### src/verilog/swat_pkg.sv
// package: sniff scheduler constants and types
package swat_pkg;
    // register offsets
    localparam logic [7:0] ADR_RX_CFG     = 8'h0E;
    localparam logic [7:0] ADR_IDLE_CFG   = 8'h10;
    localparam logic [7:0] ADR_SNIFF_OPT  = 8'h11;
    localparam logic [7:0] ADR_PERIOD     = 8'h12;
    localparam logic [7:0] ADR_LISTEN     = 8'h13;
    localparam logic [7:0] ADR_THRESH     = 8'h14;
    localparam logic [7:0] ADR_STATUS     = 8'h15;
    localparam logic [7:0] ADR_CODE_DWELL = 8'h16;
    localparam logic [7:0] ADR_SCAN       = 8'h17;
    localparam logic [7:0] ADR_TARGET     = 8'h2F;

    // field positions
    localparam int OPT_BW_LSB   = 5;
    localparam int OPT_WIN_LSB  = 3;
    localparam int OPT_RES_BIT  = 0;
    localparam int IDLE_SNF_BIT = 0;
    localparam int RXC_WOE_BIT  = 0;
    localparam int SCAN_MC_BIT  = 0;
    localparam logic [7:0] OPT_MASK = 8'hF9;

    // values after reset
    localparam logic [7:0] RST_OPT    = 8'h00;
    localparam logic [7:0] RST_PERIOD = 8'h00;
    localparam logic [7:0] RST_LISTEN = 8'h00;
    localparam logic [7:0] RST_THRESH = 8'h80;
    localparam logic [7:0] RST_CODE   = 8'h00;
    localparam logic [7:0] RST_TARGET = 8'h00;

    // timing
    localparam int CLK_PERIOD_NS = 40;
    localparam int T_FINE_NS     = 100_000;
    localparam int T_RES_FAST_NS = 500_000;
    localparam int T_RES_SLOW_NS = 100_000_000;
    localparam int CYC_100US = (T_FINE_NS + CLK_PERIOD_NS - 1) / CLK_PERIOD_NS;
    localparam int CYC_500US = (T_RES_FAST_NS + CLK_PERIOD_NS - 1) / CLK_PERIOD_NS;
    localparam int CYC_100MS = (T_RES_SLOW_NS + CLK_PERIOD_NS - 1) / CLK_PERIOD_NS;

    // counts and codes
    localparam logic [8:0]  WIN_SHORT      = 9'h064;
    localparam logic [8:0]  WIN_LONG       = 9'h1F4;
    localparam logic [7:0]  LISTEN_IMPULSE = 8'h00;
    localparam logic [7:0]  LISTEN_FOREVER = 8'hFF;
    localparam logic [3:0]  NUM_CHAN       = 4'h9;
    localparam logic [15:0] BW_BASE_HZ     = 16'h012C;

    typedef enum logic [1:0] {ST_SLEEP, ST_LISTEN, ST_CODE} swat_state_t;

    typedef struct packed {
        logic        rx_on;
        logic [2:0]  bw_sel;
        logic [15:0] bw_hz;
        logic [7:0]  thresh;
        logic [3:0]  chan;
    } swat_det_t;
endpackage : swat_pkg

### src/verilog/swat_sync.sv
// two-stage synchroniser for pin inputs
`timescale 1ns/1ps
module swat_sync #(
    parameter int W = 2
) (
    input  wire logic         clk,
    input  wire logic         srst,
    input  wire logic [W-1:0] d,
    output logic      [W-1:0] q
);
    logic [W-1:0] s1_r;
    logic [W-1:0] s2_r;

    always_ff @(posedge clk) begin
        if (srst) begin
            s1_r <= '0;
            s2_r <= '0;
        end else begin
            s1_r <= d;
            s2_r <= s1_r;
        end
    end

    assign q = s2_r;
endmodule : swat_sync

### src/verilog/swat_ticker.sv
// restartable prescaler giving a one-cycle tick
`timescale 1ns/1ps
module swat_ticker #(
    parameter int unsigned CYC = 2500
) (
    input  wire logic clk,
    input  wire logic srst,
    input  wire logic restart,
    output logic      tick
);
    localparam int W = $clog2(CYC + 1);

    logic [W-1:0] cnt_r;
    wire          last = (cnt_r == W'(CYC - 1));

    always_ff @(posedge clk) begin
        if (srst || restart || last) begin
            cnt_r <= '0;
        end else begin
            cnt_r <= cnt_r + 1'b1;
        end
    end

    assign tick = last;
endmodule : swat_ticker

### src/verilog/swat_top.sv
// sniff wake scheduler with automatic energy threshold
//
// Strobed register access was decided locally.
`timescale 1ns/1ps
////////////////////////////////////////////////////////////////////////////////
// Overview of operation
// RQ1: sniff filter code 7:5 selects bandwidth 300 Hz doubling to 38.4 kHz.
// RQ2: sniff cycles use the sniff filter code, not the receive one.
// RQ3: window code gives 100, 500, 100 sniff cycles; 00 disables.
// RQ4: auto threshold runs whenever window code is nonzero.
// RQ5: period end with false count above target raises threshold.
// RQ6: period end with false count below target lowers threshold.
// RQ7: new threshold overwrites the software threshold register.
// RQ8: multi-channel bit makes each sniff scan nine channels.
// RQ9: bit 0 picks interval step: 1 is 100 ms, 0 is 500 us.
// RQ10: sniff period equals period count times selected step.
// RQ11: listen time zero decides energy from one impulse sample.
// RQ12: listen time 1 to FE keeps receiver on that many 100 us.
// RQ13: listen time FF keeps receiver on until energy is seen.
// RQ14: same dwell timing serves receive commands with wake-on-energy.
// RQ15: one threshold serves both wake-on-energy receive and sniff.
// RQ16: software sets dwell long enough for sniff filter settling.
// RQ17: software may need a fixed dwell such as 10 ms.
// RQ18: target register at 2F holds allowed false wakes per period.
// RQ19: energy seen but no identifier counts as a false wake.
// RQ20: no identifier within code dwell returns to sleep.
// RQ21: periodic sniff runs only with idle config bit 0 set.
// RQ22: cycle and false counters clear at each period end.
// RQ23: sniff option bits 2 and 1 do nothing and read zero.
module swat_top
    import swat_pkg::*;
#(
    parameter int unsigned TICK_500US_CYC = CYC_500US,
    parameter int unsigned TICK_100MS_CYC = CYC_100MS,
    parameter logic [7:0]  THR_STEP       = 8'h01
) (
    input  wire logic       SYS_CLK,
    input  wire logic       SRST,
    input  wire logic [7:0] ADDR,
    input  wire logic [7:0] WDATA,
    input  wire logic       WR,
    input  wire logic       RD,
    output logic      [7:0] RDATA,
    input  wire logic       RX_START,
    input  wire logic [2:0] RX_FILTER_SEL,
    input  wire logic       ENERGY_DET,
    input  wire logic       ID_OK,
    output swat_det_t       DET,
    output logic            WAKE
);
    ////////////////////////////////////////////////////////////////////////////
    // functions
    function automatic logic [8:0] win_len(input logic [1:0] code);
        case (code)
            2'b11:   win_len = WIN_SHORT;
            2'b10:   win_len = WIN_LONG;
            2'b01:   win_len = WIN_SHORT;
            default: win_len = 9'h000;
        endcase
    endfunction : win_len

    function automatic logic [15:0] bw_hz(input logic [2:0] code);
        bw_hz = BW_BASE_HZ << code;
    endfunction : bw_hz

    ////////////////////////////////////////////////////////////////////////////
    // declarations
    logic [7:0]  rxc_r;
    logic [7:0]  idle_r;
    logic [7:0]  opt_r;
    logic [7:0]  period_r;
    logic [7:0]  listen_r;
    logic [7:0]  thresh_r;
    logic [7:0]  code_r;
    logic [7:0]  scan_r;
    logic [7:0]  target_r;
    logic [7:0]  rdata_r;
    swat_state_t state_r;
    swat_state_t state_nxt;
    logic        sniff_r;
    logic        sniff_nxt;
    logic [3:0]  chan_r;
    logic [3:0]  chan_nxt;
    logic [7:0]  int_cnt_r;
    logic [7:0]  int_cnt_nxt;
    logic [7:0]  dw_cnt_r;
    logic [7:0]  dw_cnt_nxt;
    logic [8:0]  cyc_cnt_r;
    logic [8:0]  false_cnt_r;
    logic        restart;
    logic        cycle_end;
    logic        is_false;
    logic        wake_nxt;
    logic        wake_r;
    swat_det_t   det_r;
    logic [1:0]  pins_s;
    logic        tick_fine;
    logic        tick_fast;
    logic        tick_slow;

    ////////////////////////////////////////////////////////////////////////////
    // pin synchronisers and timebases
    swat_sync #(
        .W (2)
    ) u_sync (
        .clk  (SYS_CLK),
        .srst (SRST),
        .d    ({ENERGY_DET, ID_OK}),
        .q    (pins_s)
    );

    wire energy_s = pins_s[1];
    wire id_ok_s  = pins_s[0];

    swat_ticker #(
        .CYC (CYC_100US)
    ) u_tick_fine (
        .clk     (SYS_CLK),
        .srst    (SRST),
        .restart (restart),
        .tick    (tick_fine)
    );

    swat_ticker #(
        .CYC (TICK_500US_CYC)
    ) u_tick_fast (
        .clk     (SYS_CLK),
        .srst    (SRST),
        .restart (1'b0),
        .tick    (tick_fast)
    );

    swat_ticker #(
        .CYC (TICK_100MS_CYC)
    ) u_tick_slow (
        .clk     (SYS_CLK),
        .srst    (SRST),
        .restart (1'b0),
        .tick    (tick_slow)
    );

    ////////////////////////////////////////////////////////////////////////////
    // register decode
    wire wr_rxc    = WR && (ADDR == ADR_RX_CFG);
    wire wr_idle   = WR && (ADDR == ADR_IDLE_CFG);
    wire wr_opt    = WR && (ADDR == ADR_SNIFF_OPT);
    wire wr_period = WR && (ADDR == ADR_PERIOD);
    wire wr_listen = WR && (ADDR == ADR_LISTEN);
    wire wr_thresh = WR && (ADDR == ADR_THRESH);
    wire wr_code   = WR && (ADDR == ADR_CODE_DWELL);
    wire wr_scan   = WR && (ADDR == ADR_SCAN);
    wire wr_target = WR && (ADDR == ADR_TARGET);

    wire [1:0] win_code = opt_r[OPT_WIN_LSB +: 2];
    wire [2:0] snf_bw   = opt_r[OPT_BW_LSB +: 3];
    wire       sniff_en = idle_r[IDLE_SNF_BIT];                  // [RQ21]
    wire       woe_en   = rxc_r[RXC_WOE_BIT];
    wire       multi    = scan_r[SCAN_MC_BIT];
    wire [8:0] win      = win_len(win_code);                     // [RQ3]
    wire       auto_en  = (win_code != 2'b00);                   // [RQ4]

    wire [7:0] status = {state_r == ST_CODE, state_r == ST_LISTEN, sniff_r, 1'b0, chan_r};

    wire [7:0] rd_mux =
        (ADDR == ADR_RX_CFG)     ? rxc_r    :
        (ADDR == ADR_IDLE_CFG)   ? idle_r   :
        (ADDR == ADR_SNIFF_OPT)  ? opt_r    :
        (ADDR == ADR_PERIOD)     ? period_r :
        (ADDR == ADR_LISTEN)     ? listen_r :
        (ADDR == ADR_THRESH)     ? thresh_r :
        (ADDR == ADR_STATUS)     ? status   :
        (ADDR == ADR_CODE_DWELL) ? code_r   :
        (ADDR == ADR_SCAN)       ? scan_r   :
        (ADDR == ADR_TARGET)     ? target_r : 8'h00;

    ////////////////////////////////////////////////////////////////////////////
    // software registers
    always_ff @(posedge SYS_CLK) begin
        if (SRST) begin
            rxc_r    <= 8'h00;
            idle_r   <= 8'h00;
            scan_r   <= 8'h00;
            code_r   <= RST_CODE;
        end else begin
            if (wr_rxc)  rxc_r  <= WDATA;
            if (wr_idle) idle_r <= WDATA;
            if (wr_scan) scan_r <= WDATA;
            if (wr_code) code_r <= WDATA;
        end
    end

    always_ff @(posedge SYS_CLK) begin
        if (SRST) begin
            opt_r    <= RST_OPT;
            period_r <= RST_PERIOD;
            listen_r <= RST_LISTEN;
            target_r <= RST_TARGET;
        end else begin
            if (wr_opt)    opt_r    <= WDATA & OPT_MASK;       // [RQ23]
            if (wr_period) period_r <= WDATA;
            if (wr_listen) listen_r <= WDATA;
            if (wr_target) target_r <= WDATA;                   // [RQ18]
        end
    end

    always_ff @(posedge SYS_CLK) begin
        if (SRST) begin
            rdata_r <= 8'h00;
        end else begin
            rdata_r <= RD ? rd_mux : 8'h00;
        end
    end

    ////////////////////////////////////////////////////////////////////////////
    // sniff interval timing
    wire tick_res = opt_r[OPT_RES_BIT] ? tick_slow : tick_fast;  // [RQ9]
    wire int_hit  = ({1'b0, int_cnt_r} + 9'h001) >= {1'b0, period_r};
    wire in_sleep = (state_r == ST_SLEEP);
    wire sniff_go = in_sleep && sniff_en && tick_res && int_hit;  // [RQ10]
    wire rx_go    = in_sleep && woe_en && RX_START;               // [RQ14]

    always_comb begin
        int_cnt_nxt = int_cnt_r;
        if (!in_sleep || !sniff_en) begin
            int_cnt_nxt = 8'h00;
        end else if (tick_res) begin
            int_cnt_nxt = int_hit ? 8'h00 : int_cnt_r + 8'h01;   // [RQ10]
        end
    end

    ////////////////////////////////////////////////////////////////////////////
    // dwell timing
    wire [7:0] dw_inc     = dw_cnt_r + 8'h01;
    wire       listen_end =
        (listen_r == LISTEN_IMPULSE) ? 1'b1 :                      // [RQ11]
        (listen_r == LISTEN_FOREVER) ? 1'b0 :                      // [RQ13]
        (tick_fine && (dw_inc == listen_r));                       // [RQ12]
    wire       code_end   = (code_r == 8'h00) || (tick_fine && (dw_inc == code_r));
    wire       last_chan  = !sniff_r || !multi || (chan_r == NUM_CHAN - 4'h1);

    ////////////////////////////////////////////////////////////////////////////
    // scheduler state machine
    always_comb begin
        state_nxt  = state_r;
        sniff_nxt  = sniff_r;
        chan_nxt   = chan_r;
        dw_cnt_nxt = tick_fine ? dw_inc : dw_cnt_r;
        restart    = 1'b0;
        cycle_end  = 1'b0;
        is_false   = 1'b0;
        wake_nxt   = 1'b0;
        case (state_r)
            ST_SLEEP: begin
                dw_cnt_nxt = 8'h00;
                if (rx_go) begin
                    state_nxt = ST_LISTEN;                          // [RQ14]
                    sniff_nxt = 1'b0;
                    chan_nxt  = 4'h0;
                    restart   = 1'b1;
                end else if (sniff_go) begin
                    state_nxt = ST_LISTEN;                          // [RQ21]
                    sniff_nxt = 1'b1;
                    chan_nxt  = 4'h0;
                    restart   = 1'b1;
                end
            end
            ST_LISTEN: begin
                if (energy_s) begin
                    state_nxt  = ST_CODE;                           // [RQ20]
                    dw_cnt_nxt = 8'h00;
                    restart    = 1'b1;
                end else if (listen_end && !last_chan) begin
                    chan_nxt   = chan_r + 4'h1;                     // [RQ8]
                    dw_cnt_nxt = 8'h00;
                    restart    = 1'b1;
                end else if (listen_end) begin
                    state_nxt = ST_SLEEP;
                    cycle_end = sniff_r;
                end
            end
            ST_CODE: begin
                if (id_ok_s) begin
                    state_nxt = ST_SLEEP;
                    wake_nxt  = 1'b1;
                    cycle_end = sniff_r;
                end else if (code_end) begin
                    state_nxt = ST_SLEEP;                           // [RQ20]
                    cycle_end = sniff_r;
                    is_false  = sniff_r;                            // [RQ19]
                end
            end
            default: begin
                state_nxt = ST_SLEEP;
                sniff_nxt = 1'b0;
                chan_nxt  = 4'h0;
            end
        endcase
    end

    always_ff @(posedge SYS_CLK) begin
        if (SRST) begin
            state_r   <= ST_SLEEP;
            sniff_r   <= 1'b0;
            chan_r    <= 4'h0;
            int_cnt_r <= 8'h00;
            dw_cnt_r  <= 8'h00;
            wake_r    <= 1'b0;
        end else begin
            state_r   <= state_nxt;
            sniff_r   <= sniff_nxt;
            chan_r    <= chan_nxt;
            int_cnt_r <= int_cnt_nxt;
            dw_cnt_r  <= dw_cnt_nxt;
            wake_r    <= wake_nxt;
        end
    end

    ////////////////////////////////////////////////////////////////////////////
    // automatic threshold
    wire [8:0] cyc_inc    = cyc_cnt_r + 9'h001;
    wire [8:0] false_tot  = false_cnt_r + {8'h00, is_false};
    wire       period_end = auto_en && cycle_end && (cyc_inc >= win);
    wire       over       = false_tot > {1'b0, target_r};          // [RQ5]
    wire       under      = false_tot < {1'b0, target_r};          // [RQ6]
    wire [7:0] thr_up     = (thresh_r > (8'hFF - THR_STEP)) ? 8'hFF : thresh_r + THR_STEP;
    wire [7:0] thr_dn     = (thresh_r < THR_STEP) ? 8'h00 : thresh_r - THR_STEP;
    wire [7:0] thr_adj    = over ? thr_up : (under ? thr_dn : thresh_r);

    always_ff @(posedge SYS_CLK) begin
        if (SRST || !auto_en || period_end) begin
            cyc_cnt_r   <= 9'h000;                                  // [RQ22]
            false_cnt_r <= 9'h000;                                  // [RQ22]
        end else if (cycle_end) begin
            cyc_cnt_r   <= cyc_inc;
            false_cnt_r <= false_tot;                               // [RQ19]
        end
    end

    always_ff @(posedge SYS_CLK) begin
        if (SRST) begin
            thresh_r <= RST_THRESH;
        end else if (period_end) begin
            thresh_r <= thr_adj;                                    // [RQ7]
        end else if (wr_thresh) begin
            thresh_r <= WDATA;
        end
    end

    ////////////////////////////////////////////////////////////////////////////
    // detector control outputs
    wire [2:0] bw_nxt = sniff_nxt ? snf_bw : RX_FILTER_SEL;          // [RQ2]

    always_ff @(posedge SYS_CLK) begin
        if (SRST) begin
            det_r <= '0;
        end else begin
            det_r.rx_on  <= (state_nxt != ST_SLEEP);
            det_r.bw_sel <= bw_nxt;                                  // [RQ2]
            det_r.bw_hz  <= bw_hz(bw_nxt);                           // [RQ1]
            det_r.thresh <= thresh_r;                                // [RQ15]
            det_r.chan   <= chan_nxt;                                // [RQ8]
        end
    end

    assign DET   = det_r;
    assign WAKE  = wake_r;
    assign RDATA = rdata_r;
endmodule : swat_top
### config.mk
export PLATFORM = sky130hd
export DESIGN_NAME = swat_top
export DESIGN_NICKNAME = d
export VERILOG_FILES = /design/src/verilog/swat_pkg.sv /design/src/verilog/swat_sync.sv /design/src/verilog/swat_ticker.sv /design/src/verilog/swat_top.sv
export SDC_FILE = /design/constraint.sdc
export NUM_CORES = 1
export LEC_CHECK = 0
export ABC_AREA = 1
export BUFFER_PORTS_ARGS = -buffer_cell sky130_fd_sc_hd__buf_2
export CORE_MARGIN = 3
export CORE_UTILIZATION = 65
export DETAILED_ROUTE_END_ITERATION = 12
export PLACE_DENSITY = 0.85
export SLEW_MARGIN = 10
export SYNTH_ARGS = -nofsm -noshare
export SYNTH_HDL_FRONTEND = slang
export SYNTH_HIERARCHICAL = 1
export SYNTH_SLANG_ARGS = --single-unit
export TNS_END_PERCENT = 20
### constraint.sdc
create_clock -name SYS_CLK -period 9.9 [get_ports SYS_CLK]
set_input_delay 1.98 -clock SYS_CLK [delete_from_list [all_inputs] [get_ports SYS_CLK]]
set_output_delay 1.98 -clock SYS_CLK [all_outputs]
set_load 0.01 [all_outputs]
==> results.md <==
- The top-level I/O count is 67.
- The number of vias after detailed routing is 10,277.
- The remaining routing DRC violations is 0.
- The netlist uses 54 different library cells.
- The die covers 0.0181 mm².
- The kind of critical path is flop to flop.
- The wire length of the first global-routing pass is 44,500 µm.
- The total global-route track usage is 30.0%.
- The time the worst path needs with I/O delays and setup is 5.32 ns.
- Clock latency on the worst-skew pair, taken at its later pin, is ~0.45 ns.
- The final routed wire length divided by cell count is 14.9 µm.
- The post-synthesis cell type with the largest combined area is dfxtp_1.
- Setup violations remaining at the end of the flow were counted as 0.
- The number of nets with antenna violations after detailed routing is 0.
- The number of antenna cells inserted is 0.
- In this run, synthesis inferred 0 flip-flops with an integrated enable.
- The die boundary height is 135 µm.
- The upper clock frequency limit is 188 MHz.
- The total of buffers placed on input and output ports is 64.
- In this run the biggest area consumer among cell types represents a little under two fifths of the synthesized area.
- Before CTS, the worst setup slack after placement is 4.71 ns.
- The clock slew seen by the registers of the worst setup and hold paths is 0.08 ns.
- TritonCTS built the clock tree.
- The part of the cycle the worst path needs is between 50 and 60%.
- The stage delay of the slowest cell on the critical path is 0.40 ns.
- Once the clock tree was built, the resizer swapped 0 gates to a different size.
- The count of standard-cell rows is 46.
- The clock net in this run drives a total of 198 sinks.
- The share of the yosys chip area belonging to registers is about 37%.
- For this design, the slowest cell found on the critical path is dfxtp_1.
- The number of warning messages in the yosys log is 6.
- The number of flip-flops and latches in the synthesized netlist is around 200.
- The critical path data arrival time is 5.69 ns.
- The min-delay analysis places its worst path in the category flop to flop.
- Setup repair after global routing left no endpoint under its margin.
- At the end of routability-driven placement, the weighted congestion stood at 0.961.
- The via count of the first global-routing pass is 9,352.
- The run finished with clean final reports.
- The transition time at the pin with the least slew margin is between 0.8 and 0.9 ns.
- The number of clock buffers inserted by TritonCTS is 17.
- The final-report hold violation count is 0.
- Data on the critical path is required at its endpoint by 10.28 ns.
- Summing all non-filler instances in the final layout gives an area of 0.0118 mm².
- Clock tree synthesis selected as its root buffer the cell clkbuf_16.
- The total negative slack is 0 ns.
- For this block, the initial DRC count from the detailed router was ~1,000.
- The sort of element at the end of the critical path is a flop.
- Across the run, the number of max-cap violations was 0.
- The cell area reported after detailed placement is 0.0112 mm².
- Relative to the synthesized area, the layout overhead comes to 9.51%.
- The analysis attributes to cell leakage a power of 4.78 nW.
- In the post-route analysis, the smallest setup slack over all paths is 4.58 ns.
- Along the worst path, the maximum fanout reaches 13.
- For this run, the leading register cell type out of synthesis is dfxtp_1.
- After synthesis, the share of flip-flops with an asynchronous set or reset is 0%.
- The clock skew after layout is 0.0118 ns.
- The H-tree generated during clock tree synthesis spans 4 levels.
- The total power per unit cell area is 134 mW/mm².
- The count of pins over their slew limit is 0.
- Post-CTS timing repair inserted 0 buffers for setup.
- Hold repair after CTS inserted 0 buffers.
- The maximum ir drop on the vdd rail is ~0.13 mV.
- The kind of start point of the critical path is a flop.
- The total wirelength of the detailed-routed design is 27,100 µm.
- The first detailed-routing pass took 5 iterations.
- The final design utilization is 73.3%.
- The wire-length estimate of the detail-placed layout is 19,500 µm.
- The largest net degree at the start of global routing is 54.
- After the last flow step, the layout net total stands at 1,670.
- By area the synthesized netlist is led by dfxtp_1, nand2_1, inv_1.
- The sum of overflow across all layers after global routing is 0.
- The starting utilization of the core area is about two thirds.
- The fill cell total of the finished layout is 1,270.
- In this run the deepest clock path goes through 2 buffers.
- The cell area after synthesis is 0.0107 mm².
- Measured against its own limit, the worst slew margin works out to around two fifths.
- The post-route netlist has 10.9% of its cells at a drive strength greater than 1.
- In the routed layout, each cell is associated on average with a via count of approximately 5.6.
- The core outline area is about 0.016 mm².
- Synthesis produced a netlist whose cell count is 1,549.
- Final hold analysis gives a worst-case slack of ~0.41 ns.
- The average cell area after synthesis is 6.94 µm².
- The width of the chip is approximately 130 µm.
- The number of antenna violations at the first check in global routing is 0.
[sequential cells by signal, summed over array words and instances (netlist names), 6 cells and up]
register,count
rxc_r,8
scan_r,8
thresh_r,8
u_tick_slow/cnt_r,22
RDATA,8
idle_r,8
u_tick_fine/cnt_r,12
false_cnt_r,9
u_tick_fast/cnt_r,14
int_cnt_r,8
period_r,8
DET,30
code_r,8
listen_r,8
target_r,8
cyc_cnt_r,9
opt_r,6
dw_cnt_r,8
[worst paths after layout]
| kind | from | to | slack [ns] | depth (start not counted) |
|---|---|---|---|---|
| setup reg to reg | u_tick_fine/cnt_r[0]$_SDFF_PP0_ | thresh_r[6]$_SDFFE_PP0P_ | 4.58 | 35 |
| hold / removal | u_sync/s1_r[1]$_SDFF_PP0_ | u_sync/q[1]$_SDFF_PP0_ | 0.41 | 2 |
| setup / recovery | u_tick_fine/cnt_r[0]$_SDFF_PP0_ | thresh_r[6]$_SDFFE_PP0P_ | 4.58 | 35 |
| hold reg to reg | u_sync/s1_r[1]$_SDFF_PP0_ | u_sync/q[1]$_SDFF_PP0_ | 0.41 | 2 |
[placed cells by master, fill, tap and decap left out, types with 8 or more instances in the layout]
cell type	instances
ha_1	46
dfxtp_1	198
nor3_1	27
clkbuf_16	17
nand3_1	109
xnor2_1	8
o21ai_0	88
nor2_2	20
a21oi_1	139
a21oi_2	11
buf_2	64
nand2_2	15
nor2_1	169
inv_1	199
xor2_1	25
nand4_1	25
nand2_1	331
[cells in the mapped netlist (15+ instances only)]
cell type  number
nor2_1        169
clkbuf_1       22
dfxtp_1       198
nand2_1       331
inv_1         199
nand4_1        25
nand3_1       109
o21ai_0        88
ha_1           46
xor2_1         25
nand2_2        15
nor3_1         27
nor2_2         20
a21oi_1       139
[area by class of cell]
cell class / instances / area [µm²] / share of cell area (%)
timing repair buffer: 66 / 335 / 2.85
tap: 216 / 270 / 2.30
clock buffer: 17 / 425 / 3.62
inverter: 206 / 773 / 6.57
sequential: 198 / 3960 / 33.7
clock inverter: 15 / 191 / 1.63
multi-input combinational: 1109 / 5810 / 49.4
[where the power goes]
| part | internal, mW | leakage (nW) | total, mW | switching [mW] |
|---|---|---|---|---|
| clock | 0.348 | 0.299 | 0.712 | 0.364 |
| sequential | 0.802 | 1.60 | 0.806 | 0.00354 |
| combinational | 0.0173 | 2.88 | 0.0627 | 0.0454 |
| total | 1.17 | 4.78 | 1.58 | 0.413 |
[worst max-delay path, delay by kind of cell (launching register included)]
kind,cells,cell delay [ns]
adders and majority gates,4,0.91
AOI/OAI and AO/OA,3,0.49
and+or+nand+nor,23,2.68
xor gates and xnor gates,1,0.14
buffers and inverters,4,0.63
DFF,1,0.40
[kinds of logic after synthesis]
logic type / Yosys count / share of synthesized area, %
AND/OR/NAND/NOR: 740 / 30.8
other: 1 / 0.0349
XOR/XNOR: 33 / 2.69
flip-flops: 198 / 36.9
AO/OA/AOI/OAI: 286 / 15.0
adder cells (fa/ha/maj): 46 / 5.36
buffers and inverters: 245 / 9.16
[layer usage]
layer  track usage [%]  routed length, µm  vias to the layer above
met5                 0                  0                        -
met4              11.0                741                        0
met3              5.18               2190                       74
met2              48.9              12500                      404
met1              40.3              11700                     4661
li1                  -                  -                     5138
[stage by stage]
step | std cells | power (mW)
2_1_floorplan | 1552 | 0.865
3_3_place_gp | 1795 | 0.884
3_5_place_dp | 1795 | 0.886
4_1_cts | 1827 | 1.59
5_1_grt | 1827 | 1.63
6_report | 1827 | 1.58
No activity file was read; power rests on OpenSTA's default activity.
